[config.mk]
export PLATFORM = sky130hd
export DESIGN_NAME = xpdg_decode
export DESIGN_NICKNAME = d
export VERILOG_FILES = /design/src/xpdg_pkg.sv /design/src/xpdg_win_dec.sv /design/src/xpdg_decode.sv
export SDC_FILE = /design/constraint.sdc
export NUM_CORES = 1
export LEC_CHECK = 0
export ABC_AREA = 0
export CAP_MARGIN = 10
export CORE_MARGIN = 5
export CORE_UTILIZATION = 61
export DETAILED_ROUTE_END_ITERATION = 7
export DONT_BUFFER_PORTS = 1
export PLACE_DENSITY = 0.91
export SETUP_SLACK_MARGIN = 0.15
export SYNTH_ARGS = -nofsm -noshare
export SYNTH_HDL_FRONTEND = slang
export SYNTH_HIERARCHICAL = 1
export SYNTH_SLANG_ARGS = --single-unit
[constraint.sdc]
create_clock -name clk_sys_in -period 1.85 [get_ports clk_sys_in]
set_input_delay 0.0925 -clock clk_sys_in [delete_from_list [all_inputs] [get_ports clk_sys_in]]
set_output_delay 0.0925 -clock clk_sys_in [all_outputs]
set_load 0.03 [all_outputs]
[src/xpdg_pkg.sv]
package xpdg_pkg;
  // Address and field layout of the extension bus decode
  localparam int unsigned ADDR_W   = 24;
  localparam int unsigned DATA_W   = 16;
  localparam int unsigned NUM_WIN  = 9;
  // Window index order
  localparam int unsigned W_CAN1 = 0;
  localparam int unsigned W_CAN2 = 1;
  localparam int unsigned W_RTC  = 2;
  localparam int unsigned W_PWM  = 3;
  localparam int unsigned W_ASC  = 4;
  localparam int unsigned W_SSC  = 5;
  localparam int unsigned W_I2C  = 6;
  localparam int unsigned W_MISC = 7;
  localparam int unsigned W_RAM1 = 8;
  // Enable control bit positions
  localparam int unsigned EN_CAN1 = 0;
  localparam int unsigned EN_CAN2 = 1;
  localparam int unsigned EN_RAM1 = 2;
  localparam int unsigned EN_RAM2 = 3;
  localparam int unsigned EN_RTC  = 4;
  localparam int unsigned EN_PWM  = 6;
  localparam int unsigned EN_ASC  = 7;
  localparam int unsigned EN_SSC  = 8;
  localparam int unsigned EN_I2C  = 9;
  localparam int unsigned EN_MISC = 10;
  localparam int unsigned SYS_GLOBAL_EN = 2;
  // Window base and last addresses
  localparam logic [23:0] CAN1_LO = 24'h00ef00;
  localparam logic [23:0] CAN1_HI = 24'h00efff;
  localparam logic [23:0] CAN2_LO = 24'h00ee00;
  localparam logic [23:0] CAN2_HI = 24'h00eeff;
  localparam logic [23:0] RTC_LO  = 24'h00ed00;
  localparam logic [23:0] RTC_HI  = 24'h00edff;
  localparam logic [23:0] PWM_LO  = 24'h00ec00;
  localparam logic [23:0] PWM_HI  = 24'h00ecff;
  localparam logic [23:0] ASC_LO  = 24'h00e900;
  localparam logic [23:0] ASC_HI  = 24'h00e9ff;
  localparam logic [23:0] SSC_LO  = 24'h00e800;
  localparam logic [23:0] SSC_HI  = 24'h00e8ff;
  localparam logic [23:0] I2C_LO  = 24'h00ea00;
  localparam logic [23:0] I2C_HI  = 24'h00eaff;
  localparam logic [23:0] MISC_LO = 24'h00eb00;
  localparam logic [23:0] MISC_HI = 24'h00ebff;
  localparam logic [23:0] RAM1_LO = 24'h00e000;
  localparam logic [23:0] RAM1_HI = 24'h00e7ff;
  localparam logic [23:0] RAM2_LO = 24'h0f0000;
  localparam logic [23:0] RAM2_HI = 24'h0f7fff;
  localparam logic [23:0] STBY_HI = 24'h0f3fff;
  // Special function register areas, 512 bytes each
  localparam logic [23:0] SFR_LO  = 24'h00fe00;
  localparam logic [23:0] SFR_HI  = 24'h00ffff;
  localparam logic [23:0] EXTENDED_SPECIAL_REGS_LO = 24'h00f000;
  localparam logic [23:0] EXTENDED_SPECIAL_REGS_HI = 24'h00f1ff;
  // Enable control register address inside the extended area
  localparam logic [23:0] PERCON_ADDR = 24'h00f024;
  localparam logic [15:0] PERCON_RST  = 16'h0005;
  localparam logic [15:0] PERCON_MASK = 16'h07df;
  // Timing: two wait states at the documented 40 MHz bus rate
  localparam int unsigned CLK_MHZ      = 200;
  localparam int unsigned ACCESS_NS    = 100;
  localparam int unsigned XWAIT_STATES = 2;
  localparam int unsigned ACCESS_CYC   = (ACCESS_NS * CLK_MHZ) / 1000;
  localparam logic [4:0]  ACCESS_CNT   = 5'(ACCESS_CYC);
  // Port 4 segment line count
  localparam logic [3:0]  SEG_LINES_FULL = 4'h8;
  localparam logic [3:0]  SEG_LINES_CAN  = 4'h4;
  localparam logic [23:0] CS_SPAN_CAN    = 24'h0fffff;
endpackage : xpdg_pkg

[src/xpdg_win_dec.sv]
`timescale 1ns/1ps
// One decode window: range match gated by global and local enable
module xpdg_win_dec (
  input  wire logic [23:0] addr_in,
  input  wire logic [23:0] lo_in,
  input  wire logic [23:0] hi_in,
  input  wire logic        global_en_in,
  input  wire logic        local_en_in,
  output logic             hit_out,
  output logic             raw_out
);
  // Inclusive range compare
  assign raw_out = (addr_in >= lo_in) && (addr_in <= hi_in);
  // Claimed only when both enables stand
  assign hit_out = raw_out && global_en_in && local_en_in;
endmodule : xpdg_win_dec

[src/xpdg_decode.sv]
`timescale 1ns/1ps
//
// Contract
// - Lowest 16 kbyte of second RAM area from F0000h is standby RAM.
// - Extension RAM refused as system stack, register bank, or bit access; only stack and bit access are refused, register bank use is not checked.
// - Two 512-byte special register areas reserved, word-wide registers; only F024h is decoded, the rest of both areas goes to the external bus.
// - First CAN window EF00h-EFFFh needs global enable and bit 0.
// - Second CAN window EE00h-EEFFh needs global enable and bit 1.
// - Peripheral access: 16-bit words only, two wait states, 100ns.
// - Any CAN in use limits port 4 to four segment lines.
// - Clock window ED00h-EDFFh needs global enable and bit 4.
// - PWM window EC00h-ECFFh needs global enable and bit 6.
// - Async serial window E900h-E9FFh needs global enable and bit 7.
// - Sync serial window E800h-E8FFh needs global enable and bit 8.
// - I2C window EA00h-EAFFh needs global enable and bit 9.
// - Misc window EB00h-EBFFh needs global enable and bit 10.
// - Disabled peripheral claims no space, pins or interrupts.
// - Enable control register readable, writable, in extended area.
// - After end of init, clocks of disabled peripherals stop; RAM, misc keep.
// - Gated peripherals receive no reset after end of init.
// - Up to 16 Mbyte external memory addressable.
// - First RAM window goes external when its enable or global clear.
// - Bit 2 enables first RAM, bit 3 second; global is config bit 2.
module xpdg_decode
  import xpdg_pkg::*;
(
  input  wire logic                 clk_sys_in,
  input  wire logic                 rst_n_in,
  input  wire logic                 req_in,
  input  wire logic                 wr_in,
  input  wire logic                 word_in,
  input  wire logic                 stack_in,
  input  wire logic                 bit_op_in,
  input  wire logic [xpdg_pkg::ADDR_W-1:0] addr_in,
  input  wire logic [xpdg_pkg::DATA_W-1:0] wdata_in,
  input  wire logic [xpdg_pkg::DATA_W-1:0] sys_config_in,
  input  wire logic                 end_of_init_in,
  output logic                      ack_out,
  output logic                      err_out,
  output logic [xpdg_pkg::DATA_W-1:0] rdata_out,
  output logic [xpdg_pkg::NUM_WIN-1:0] sel_out,
  output logic                      ram2_sel_out,
  output logic                      standby_sel_out,
  output logic                      ext_sel_out,
  output logic                      reg_sel_out,
  output logic [xpdg_pkg::NUM_WIN-1:0] clk_en_out,
  output logic [xpdg_pkg::NUM_WIN-1:0] rst_allow_out,
  output logic [xpdg_pkg::NUM_WIN-1:0] pin_irq_own_out,
  output logic [3:0]                seg_lines_out,
  output logic [23:0]               cs_span_out
);
  import xpdg_pkg::*;

  typedef enum logic [1:0] {XPDG_IDLE, XPDG_WAIT, XPDG_DONE} xpdg_state_t;

  logic [1:0]  rst_sync_q;
  logic        rst_n;
  logic [15:0] percon_q;
  logic        end_of_init_instruction_done_q;
  xpdg_state_t st_q;
  logic [4:0]  cnt_q;
  logic [NUM_WIN-1:0] hit;
  logic [NUM_WIN-1:0] raw;
  logic [NUM_WIN-1:0] loc_en;
  logic        global_en;
  logic        ram2_hit;
  logic        reg_hit;
  logic        periph_hit;
  logic        bad_acc;
  logic [NUM_WIN-1:0] sel_q;
  logic        ram2_q, stby_q, ext_q, reg_q, ack_q, err_q;
  logic [15:0] rdata_q;
  logic [NUM_WIN-1:0] clk_en_q;
  logic [NUM_WIN-1:0] rst_allow_q;
  logic [NUM_WIN-1:0] own_q;
  logic [3:0]  seg_q;
  logic [23:0] span_q;

  // Window bounds indexed by window number
  function automatic logic [23:0] win_lo(input int unsigned i);
    unique case (i)
      W_CAN1:  win_lo = CAN1_LO;
      W_CAN2:  win_lo = CAN2_LO;
      W_RTC:   win_lo = RTC_LO;
      W_PWM:   win_lo = PWM_LO;
      W_ASC:   win_lo = ASC_LO;
      W_SSC:   win_lo = SSC_LO;
      W_I2C:   win_lo = I2C_LO;
      W_MISC:  win_lo = MISC_LO;
      default: win_lo = RAM1_LO;
    endcase
  endfunction : win_lo

  function automatic logic [23:0] win_hi(input int unsigned i);
    unique case (i)
      W_CAN1:  win_hi = CAN1_HI;
      W_CAN2:  win_hi = CAN2_HI;
      W_RTC:   win_hi = RTC_HI;
      W_PWM:   win_hi = PWM_HI;
      W_ASC:   win_hi = ASC_HI;
      W_SSC:   win_hi = SSC_HI;
      W_I2C:   win_hi = I2C_HI;
      W_MISC:  win_hi = MISC_HI;
      default: win_hi = RAM1_HI;
    endcase
  endfunction : win_hi

  // Enable bit that belongs to each window
  function automatic int unsigned win_bit(input int unsigned i);
    unique case (i)
      W_CAN1:  win_bit = EN_CAN1;
      W_CAN2:  win_bit = EN_CAN2;
      W_RTC:   win_bit = EN_RTC;
      W_PWM:   win_bit = EN_PWM;
      W_ASC:   win_bit = EN_ASC;
      W_SSC:   win_bit = EN_SSC;
      W_I2C:   win_bit = EN_I2C;
      W_MISC:  win_bit = EN_MISC;
      default: win_bit = EN_RAM1;
    endcase
  endfunction : win_bit

  // Reset release through two flops
  always_ff @(posedge clk_sys_in or negedge rst_n_in) begin
    if (!rst_n_in) begin
      rst_sync_q <= 2'h0;
    end else begin
      rst_sync_q <= {rst_sync_q[0], 1'b1};
    end
  end
  assign rst_n = rst_sync_q[1];

  assign global_en = sys_config_in[SYS_GLOBAL_EN];

  // enables read live on every access
  for (genvar g = 0; g < NUM_WIN; g++) begin : g_win
    assign loc_en[g] = percon_q[win_bit(g)];
    xpdg_win_dec u_win (
      .addr_in      (addr_in),
      .lo_in        (win_lo(g)),
      .hi_in        (win_hi(g)),
      .global_en_in (global_en),
      .local_en_in  (loc_en[g]),
      .hit_out      (hit[g]),
      .raw_out      (raw[g])
    );
  end

  // second RAM area on bit 3
  assign ram2_hit = global_en && percon_q[EN_RAM2] &&
                    (addr_in >= RAM2_LO) && (addr_in <= RAM2_HI);
  // enable register in the extended area
  assign reg_hit  = (addr_in == PERCON_ADDR);
  assign periph_hit = |hit[W_MISC:W_CAN1];
  // no stack or bit access into extension RAM
  assign bad_acc = (periph_hit && !word_in) ||
                   ((hit[W_RAM1] || ram2_hit) && (stack_in || bit_op_in));

  // Access sequencer; peripherals stretch, RAM and register answer at once
  always_ff @(posedge clk_sys_in or negedge rst_n) begin
    if (!rst_n) begin
      st_q  <= XPDG_IDLE;
      cnt_q <= 5'h0;
    end else begin
      unique case (st_q)
        XPDG_IDLE: begin
          if (req_in && periph_hit && !bad_acc) begin
            st_q  <= XPDG_WAIT;
            cnt_q <= ACCESS_CNT - 5'h2;
          end else if (req_in) begin
            st_q <= XPDG_DONE;
          end
        end
        XPDG_WAIT: begin
          if (cnt_q == 5'h0) begin
            st_q <= XPDG_DONE;
          end else begin
            cnt_q <= cnt_q - 5'h1;
          end
        end
        XPDG_DONE: st_q <= XPDG_IDLE;
      endcase
    end
  end

  // Selects registered at request, held until answer
  always_ff @(posedge clk_sys_in or negedge rst_n) begin
    if (!rst_n) begin
      sel_q  <= '0;
      ram2_q <= 1'b0;
      stby_q <= 1'b0;
      ext_q  <= 1'b0;
      reg_q  <= 1'b0;
    end else if (st_q == XPDG_IDLE && req_in) begin
      sel_q  <= bad_acc ? '0 : hit;
      ram2_q <= ram2_hit && !bad_acc;
      stby_q <= ram2_hit && !bad_acc && (addr_in <= STBY_HI);
      // full 24-bit space reaches external bus
      ext_q  <= !(|hit) && !ram2_hit && !reg_hit;
      reg_q  <= reg_hit;
    end else if (st_q == XPDG_DONE) begin
      sel_q  <= '0;
      ram2_q <= 1'b0;
      stby_q <= 1'b0;
      ext_q  <= 1'b0;
      reg_q  <= 1'b0;
    end
  end

  // Answer strobe and error flag, one cycle
  always_ff @(posedge clk_sys_in or negedge rst_n) begin
    if (!rst_n) begin
      ack_q <= 1'b0;
      err_q <= 1'b0;
    end else begin
      ack_q <= (st_q == XPDG_IDLE && req_in && !periph_hit) ||
               (st_q == XPDG_IDLE && req_in && bad_acc) ||
               (st_q == XPDG_WAIT && cnt_q == 5'h0);
      err_q <= st_q == XPDG_IDLE && req_in && bad_acc;
    end
  end

  // enable register write and read back
  always_ff @(posedge clk_sys_in or negedge rst_n) begin
    if (!rst_n) begin
      percon_q <= PERCON_RST;
      rdata_q  <= 16'h0;
    end else if (st_q == XPDG_IDLE && req_in && reg_hit) begin
      if (wr_in && word_in) begin
        percon_q <= wdata_in & PERCON_MASK;
      end
      rdata_q <= percon_q;
    end
  end

  // End of init seen once, held until reset
  always_ff @(posedge clk_sys_in or negedge rst_n) begin
    if (!rst_n) begin
      end_of_init_instruction_done_q <= 1'b0;
    end else if (end_of_init_in) begin
      end_of_init_instruction_done_q <= 1'b1;
    end
  end

  // Clock gating and reset suppression per peripheral
  always_ff @(posedge clk_sys_in or negedge rst_n) begin
    if (!rst_n) begin
      clk_en_q    <= '1;
      rst_allow_q <= '1;
      own_q       <= '0;
    end else begin
      for (int i = 0; i < NUM_WIN; i++) begin
        // gate disabled peripherals, RAM and misc keep clocks
        clk_en_q[i] <= !end_of_init_instruction_done_q || loc_en[i] ||
                       (i == W_MISC) || (i == W_RAM1);
        // no reset into a gated peripheral
        rst_allow_q[i] <= !end_of_init_instruction_done_q || loc_en[i] ||
                          (i == W_MISC) || (i == W_RAM1);
        // pins and interrupts owned only when enabled
        own_q[i] <= global_en && loc_en[i];
      end
    end
  end

  // CAN use limits port 4 segment lines
  always_ff @(posedge clk_sys_in or negedge rst_n) begin
    if (!rst_n) begin
      seg_q  <= SEG_LINES_FULL;
      span_q <= 24'hffffff;
    end else if (global_en && (percon_q[EN_CAN1] || percon_q[EN_CAN2])) begin
      seg_q  <= SEG_LINES_CAN;
      span_q <= CS_SPAN_CAN;
    end else begin
      seg_q  <= SEG_LINES_FULL;
      span_q <= 24'hffffff;
    end
  end

  assign ack_out         = ack_q;
  assign err_out         = err_q;
  assign rdata_out       = rdata_q;
  assign sel_out         = sel_q;
  assign ram2_sel_out    = ram2_q;
  assign standby_sel_out = stby_q;
  assign ext_sel_out     = ext_q;
  assign reg_sel_out     = reg_q;
  assign clk_en_out      = clk_en_q;
  assign rst_allow_out   = rst_allow_q;
  assign pin_irq_own_out = own_q;
  assign seg_lines_out   = seg_q;
  assign cs_span_out     = span_q;

  // Assertions
  // peripheral answer after fixed wait
  periph_wait_a: assert property (@(posedge clk_sys_in) disable iff (!rst_n)
    (st_q == XPDG_IDLE && req_in && periph_hit && !bad_acc) |-> !ack_q ##20 ack_q)
    else $error("peripheral access time wrong");
  can_gate_a: assert property (@(posedge clk_sys_in) disable iff (!rst_n)
    (st_q == XPDG_IDLE && req_in && raw[W_CAN1] && !(global_en && percon_q[EN_CAN1]))
      |=> !sel_q[W_CAN1])
    else $error("first CAN claimed while disabled");
  ext_fwd_a: assert property (@(posedge clk_sys_in) disable iff (!rst_n)
    (st_q == XPDG_IDLE && req_in && !global_en && !reg_hit) |=> ext_q)
    else $error("access not forwarded");
  // gated clock after end of init
  clk_gate_a: assert property (@(posedge clk_sys_in) disable iff (!rst_n)
    (end_of_init_instruction_done_q && !percon_q[EN_RTC]) |=> !clk_en_q[W_RTC])
    else $error("disabled clock still running");
  no_reset_a: assert property (@(posedge clk_sys_in) disable iff (!rst_n)
    !clk_en_q[W_CAN2] |-> !rst_allow_q[W_CAN2])
    else $error("reset allowed to gated block");
  seg_limit_a: assert property (@(posedge clk_sys_in) disable iff (!rst_n)
    (global_en && percon_q[EN_CAN1]) |=> seg_q == SEG_LINES_CAN)
    else $error("segment lines not limited");
  stby_sel_a: assert property (@(posedge clk_sys_in) disable iff (!rst_n)
    stby_q |-> ram2_q)
    else $error("standby select outside second RAM");
  ram_stack_a: assert property (@(posedge clk_sys_in) disable iff (!rst_n)
    (st_q == XPDG_IDLE && req_in && hit[W_RAM1] && stack_in) |=> err_q && ack_q)
    else $error("stack access not refused");
  reg_rd_a: assert property (@(posedge clk_sys_in) disable iff (!rst_n)
    (st_q == XPDG_IDLE && req_in && reg_hit && !wr_in) |=> rdata_q == $past(percon_q))
    else $error("register readback wrong");
  periph_cov_c: cover property (@(posedge clk_sys_in) st_q == XPDG_WAIT ##1 ack_q);
  ext_cov_c:    cover property (@(posedge clk_sys_in) ext_q && ack_q);
  gate_cov_c:   cover property (@(posedge clk_sys_in) end_of_init_instruction_done_q && !clk_en_q[W_CAN1]);
endmodule : xpdg_decode

==> run metrics, run 1 <==
GR Util All Layers 0.675; First Err [ERROR GRT-0232] Routing congestion too high. Check the congestion heatmap in the GUI.; DP Worst Slack -1.33 ns; num ports 150; H-Tree Depth 3; clk buf depth 2; Stopped at global routing (5_1_grt); TritonCTS Buffers 9; Placer Congestion 0.915; # port buffers 0; largest net degree at the start of global routing 41; Worst EP Category register data pin; status stopped before the end; Post-Syn Instances 1771; grt ovf 6; Avg Cell Area, Syn 7.92 µm²; row count 55; Root Driver clkbuf_16; # clock sinks 63; Post-Syn Area 0.0140 mm²; count of warnings emitted by yosys 6; Initial Util 0.620; DP HPWL 34.0 mm; Die Span Y 162 µm; Die W 162 µm; grt repair worst endpoint standby_sel_out$_DFFE_PN0P_/D
## through the flow
step                      std cells   util  hold slack [ns]  area [µm²]
after floorplan                2234      -           -0.203       16500
after detailed placement       2635  0.783           -0.203       17700
after global placement         2635  0.783           -0.203       17700
after CTS                      2680  0.830           -0.130       18800
## routing by layer
layer | GRT usage | overflow
met5 | 0.313 | 0
met4 | 0.680 | 3
met3 | 0.510 | 1
met2 | 0.855 | 2
met1 | 0.656 | 0
## what timing repair did
item                                    in CTS
gates resized for setup                     88
endpoints found under the setup margin      41
buffers inserted                            13
hold endpoints to repair                    26
hold buffers                                16
gates cloned                                 0
pin swaps                                   44
==> run 2: changes to the inputs <==
--- a/config.mk
+++ b/config.mk
@@ -8,11 +8,10 @@
 export ABC_AREA = 0
 export CAP_MARGIN = 10
 export CORE_MARGIN = 5
-export CORE_UTILIZATION = 61
+export CORE_UTILIZATION = 40
 export DETAILED_ROUTE_END_ITERATION = 7
 export DONT_BUFFER_PORTS = 1
-export PLACE_DENSITY = 0.91
-export SETUP_SLACK_MARGIN = 0.15
+export PLACE_DENSITY_LB_ADDON = 0.15
 export SYNTH_ARGS = -nofsm -noshare
 export SYNTH_HDL_FRONTEND = slang
 export SYNTH_HIERARCHICAL = 1
==> constraint.sdc (replaced) <==
create_clock -name clk_sys_in -period 2.4 [get_ports clk_sys_in]
set_input_delay 0.12 -clock clk_sys_in [delete_from_list [all_inputs] [get_ports clk_sys_in]]
set_output_delay 0.12 -clock clk_sys_in [all_outputs]
set_load 0.03 [all_outputs]
==> run metrics, run 2 <==
Min-Delay Startpoint bit_op_in; pins over their slew limit 0; r2r setup slk 0.25 ns; most frequent cells in the layout conb_1, inv_1, ha_1, buf_4, a21oi_1; Root Driver clkbuf_16 (unchanged); fin cells 2835; FF-to-FF Start percon_q[0]$_DFFE_PN1P_; CP endpoint kind register; H-Tree Depth 3 (unchanged); RSZ-0062 raised after global routing yes; num ports 150 (unchanged); Layout Utilization 0.547; placed cell count 2785 (was 2635); GR Util All Layers 0.199; Psw 0.00191 W; total die area 0.0389 mm²; number of fillers in the final layout 3298; grt ovf 0; Worst-Margin Slew 0.948 ns; Placer Congestion 0.827 (was 0.915); drt via density 4.58; Post-Syn Instances 1771 (unchanged); CP Max Fanout 19; r2r endpoint cnt_q[4]$_DFFE_PN0P_; total number of vias 13000; status complete, but fails checks (was stopped before the end); Initial Util 0.406 (was 0.620); failing checks hold timing, setup timing; # clock sinks 63 (unchanged); share of layout cells above drive strength 1 0.161; Antenna diodes 0; hold crit path type in -> reg; Die Span Y 197 µm (was 162 µm); combinational share of power 0.524; R2R cell count 9; Int Pwr 0.00309 W; Setup Crit Path Kind in -> reg; DRT antenna net count 0; DRC 0; Final Setup Violations 14; TritonCTS Buffers 9 (unchanged); Routed WL per cell 13.7 µm; Fin. Hold Viols 1; P per Cell Area 264 mW/mm²; Pleak 10.5 nW; count of warnings emitted by yosys 6 (unchanged); clk buf depth 2 (unchanged); final setup TNS -0.535 ns; CP Launch Type input port; Slew HR 0.362; clock slew at reported path FFs 0.05 ns; CTS Hold Buffers Added 15 (was 16); DP HPWL 30.8 mm (was 34.0 mm); WHS -0.00281 ns; row count 68 (was 55); switching share of total power 0.381; vias in the first global route 12900; max-cap violations 0; final worst-path setup slack -0.0667 ns; total wire length 38.9 mm; Sequential Power Share 0.227; largest net degree at the start of global routing 62; DR iter-0 viols 399; CP Data Required Time 2.63 ns; Post-Syn Area 0.0140 mm² (unchanged); Core ar. 0.0345 mm²; # port buffers 0 (unchanged); Die W 197 µm (was 162 µm); VDD IR max 0.541 mV; most common cell after layout, fill and taps aside conb_1; global-route wire length before repair 63.3 mm; Fmax achieved 405 MHz; Fin Clk Skew 0.00488 ns; post-route minimum period 2.47 ns; Hold Path Sink standby_sel_out$_DFFE_PN0P_; CTS tree done; Worst-Skew Late Latency 0.32 ns; Clk pwr share 0.249; drt pass-1 iters 5; nets 2876; WHS Path Cells 2; Layout Area Growth over Synthesis 34.8%; Avg Cell Area, Syn 7.92 µm² (unchanged); initial antenna violation count 0; CP arrival 2.70 ns; fin crit share 1.03
==> run 2: per-stage QoR <==
step | power [W] | hold slack [ns] | setup WS (ns) | cell area (µm²)
global route | 0.00550 | -0.00834 | -0.160 | 18900
CTS | 0.00490 | -0.0139 | -0.0422 | 18600
detailed placement | 0.00351 | -0.175 | -0.893 | 17600
floorplan | 0.00290 | -0.176 | -0.0996 | 16300
finish | 0.00500 | -0.00281 | -0.0667 | 18900
global placement | 0.00343 | -0.175 | -0.791 | 17600
==> run 2: cell type report <==
type	count	area [µm²]	share of cell area
multi-input cells	1692	13500	0.712
inverters	431	1620	0.0855
flip-flops and latches	63	1590	0.0841
clock buffers	9	225	0.0119
clock inverters	7	73.8	0.00390
well taps	455	569	0.0301
repair buffers	178	1380	0.0728
==> run 2: worst max-delay path by stage <==
stage,startpoint,end,depth (start not counted)
3_3_place_gp,addr_in[9],cnt_q[2]$_DFFE_PN0P_,12
5_1_grt,addr_in[13],standby_sel_out$_DFFE_PN0P_,12
6_report,addr_in[11],standby_sel_out$_DFFE_PN0P_,11
4_1_cts,addr_in[12],standby_sel_out$_DFFE_PN0P_,12
3_5_place_dp,addr_in[22],cnt_q[2]$_DFFE_PN0P_,13
2_1_floorplan,addr_in[12],standby_sel_out$_DFFE_PN0P_,12
==> run 2: power by group through the flow <==
stage	logic, W	clock network (W)	registers (W)
finish	0.00262	0.00125	0.00113
CTS	0.00250	0.00127	0.00113
global route	0.00304	0.00133	0.00113
detailed placement	0.00236	0	0.00115
global placement	0.00228	0	0.00115
floorplan	0.00174	0	0.00116
==> run 2: routing by layer <==
layer / routed length, µm / GRT usage
met5: 0 / 0
met1: 16500 / 0.227
met3: 1130 / 0.0150
met4: 956 / 0.0442
met2: 20300 / 0.399
==> run 2: critical path: stages <==
cell and delay (ns):
ha_1 0.15, nand4_1 0.19, nor4_4 0.39, o31ai_1 0.12, a22oi_1 0.32, nor3_4 0.13
nor4_4 0.39, a21oi_2 0.10, or2_4 0.24, or3_4 0.34, o31ai_2 0.17
==> run 2: what timing repair did <==
item	CTS	global route
resized for setup	72	46
setup buffers	13	9
pin swaps	51	40
endpoints found under the setup margin	19	19
endpoints found under the hold margin	24	1
No activity file was read; power rests on OpenSTA's default activity.
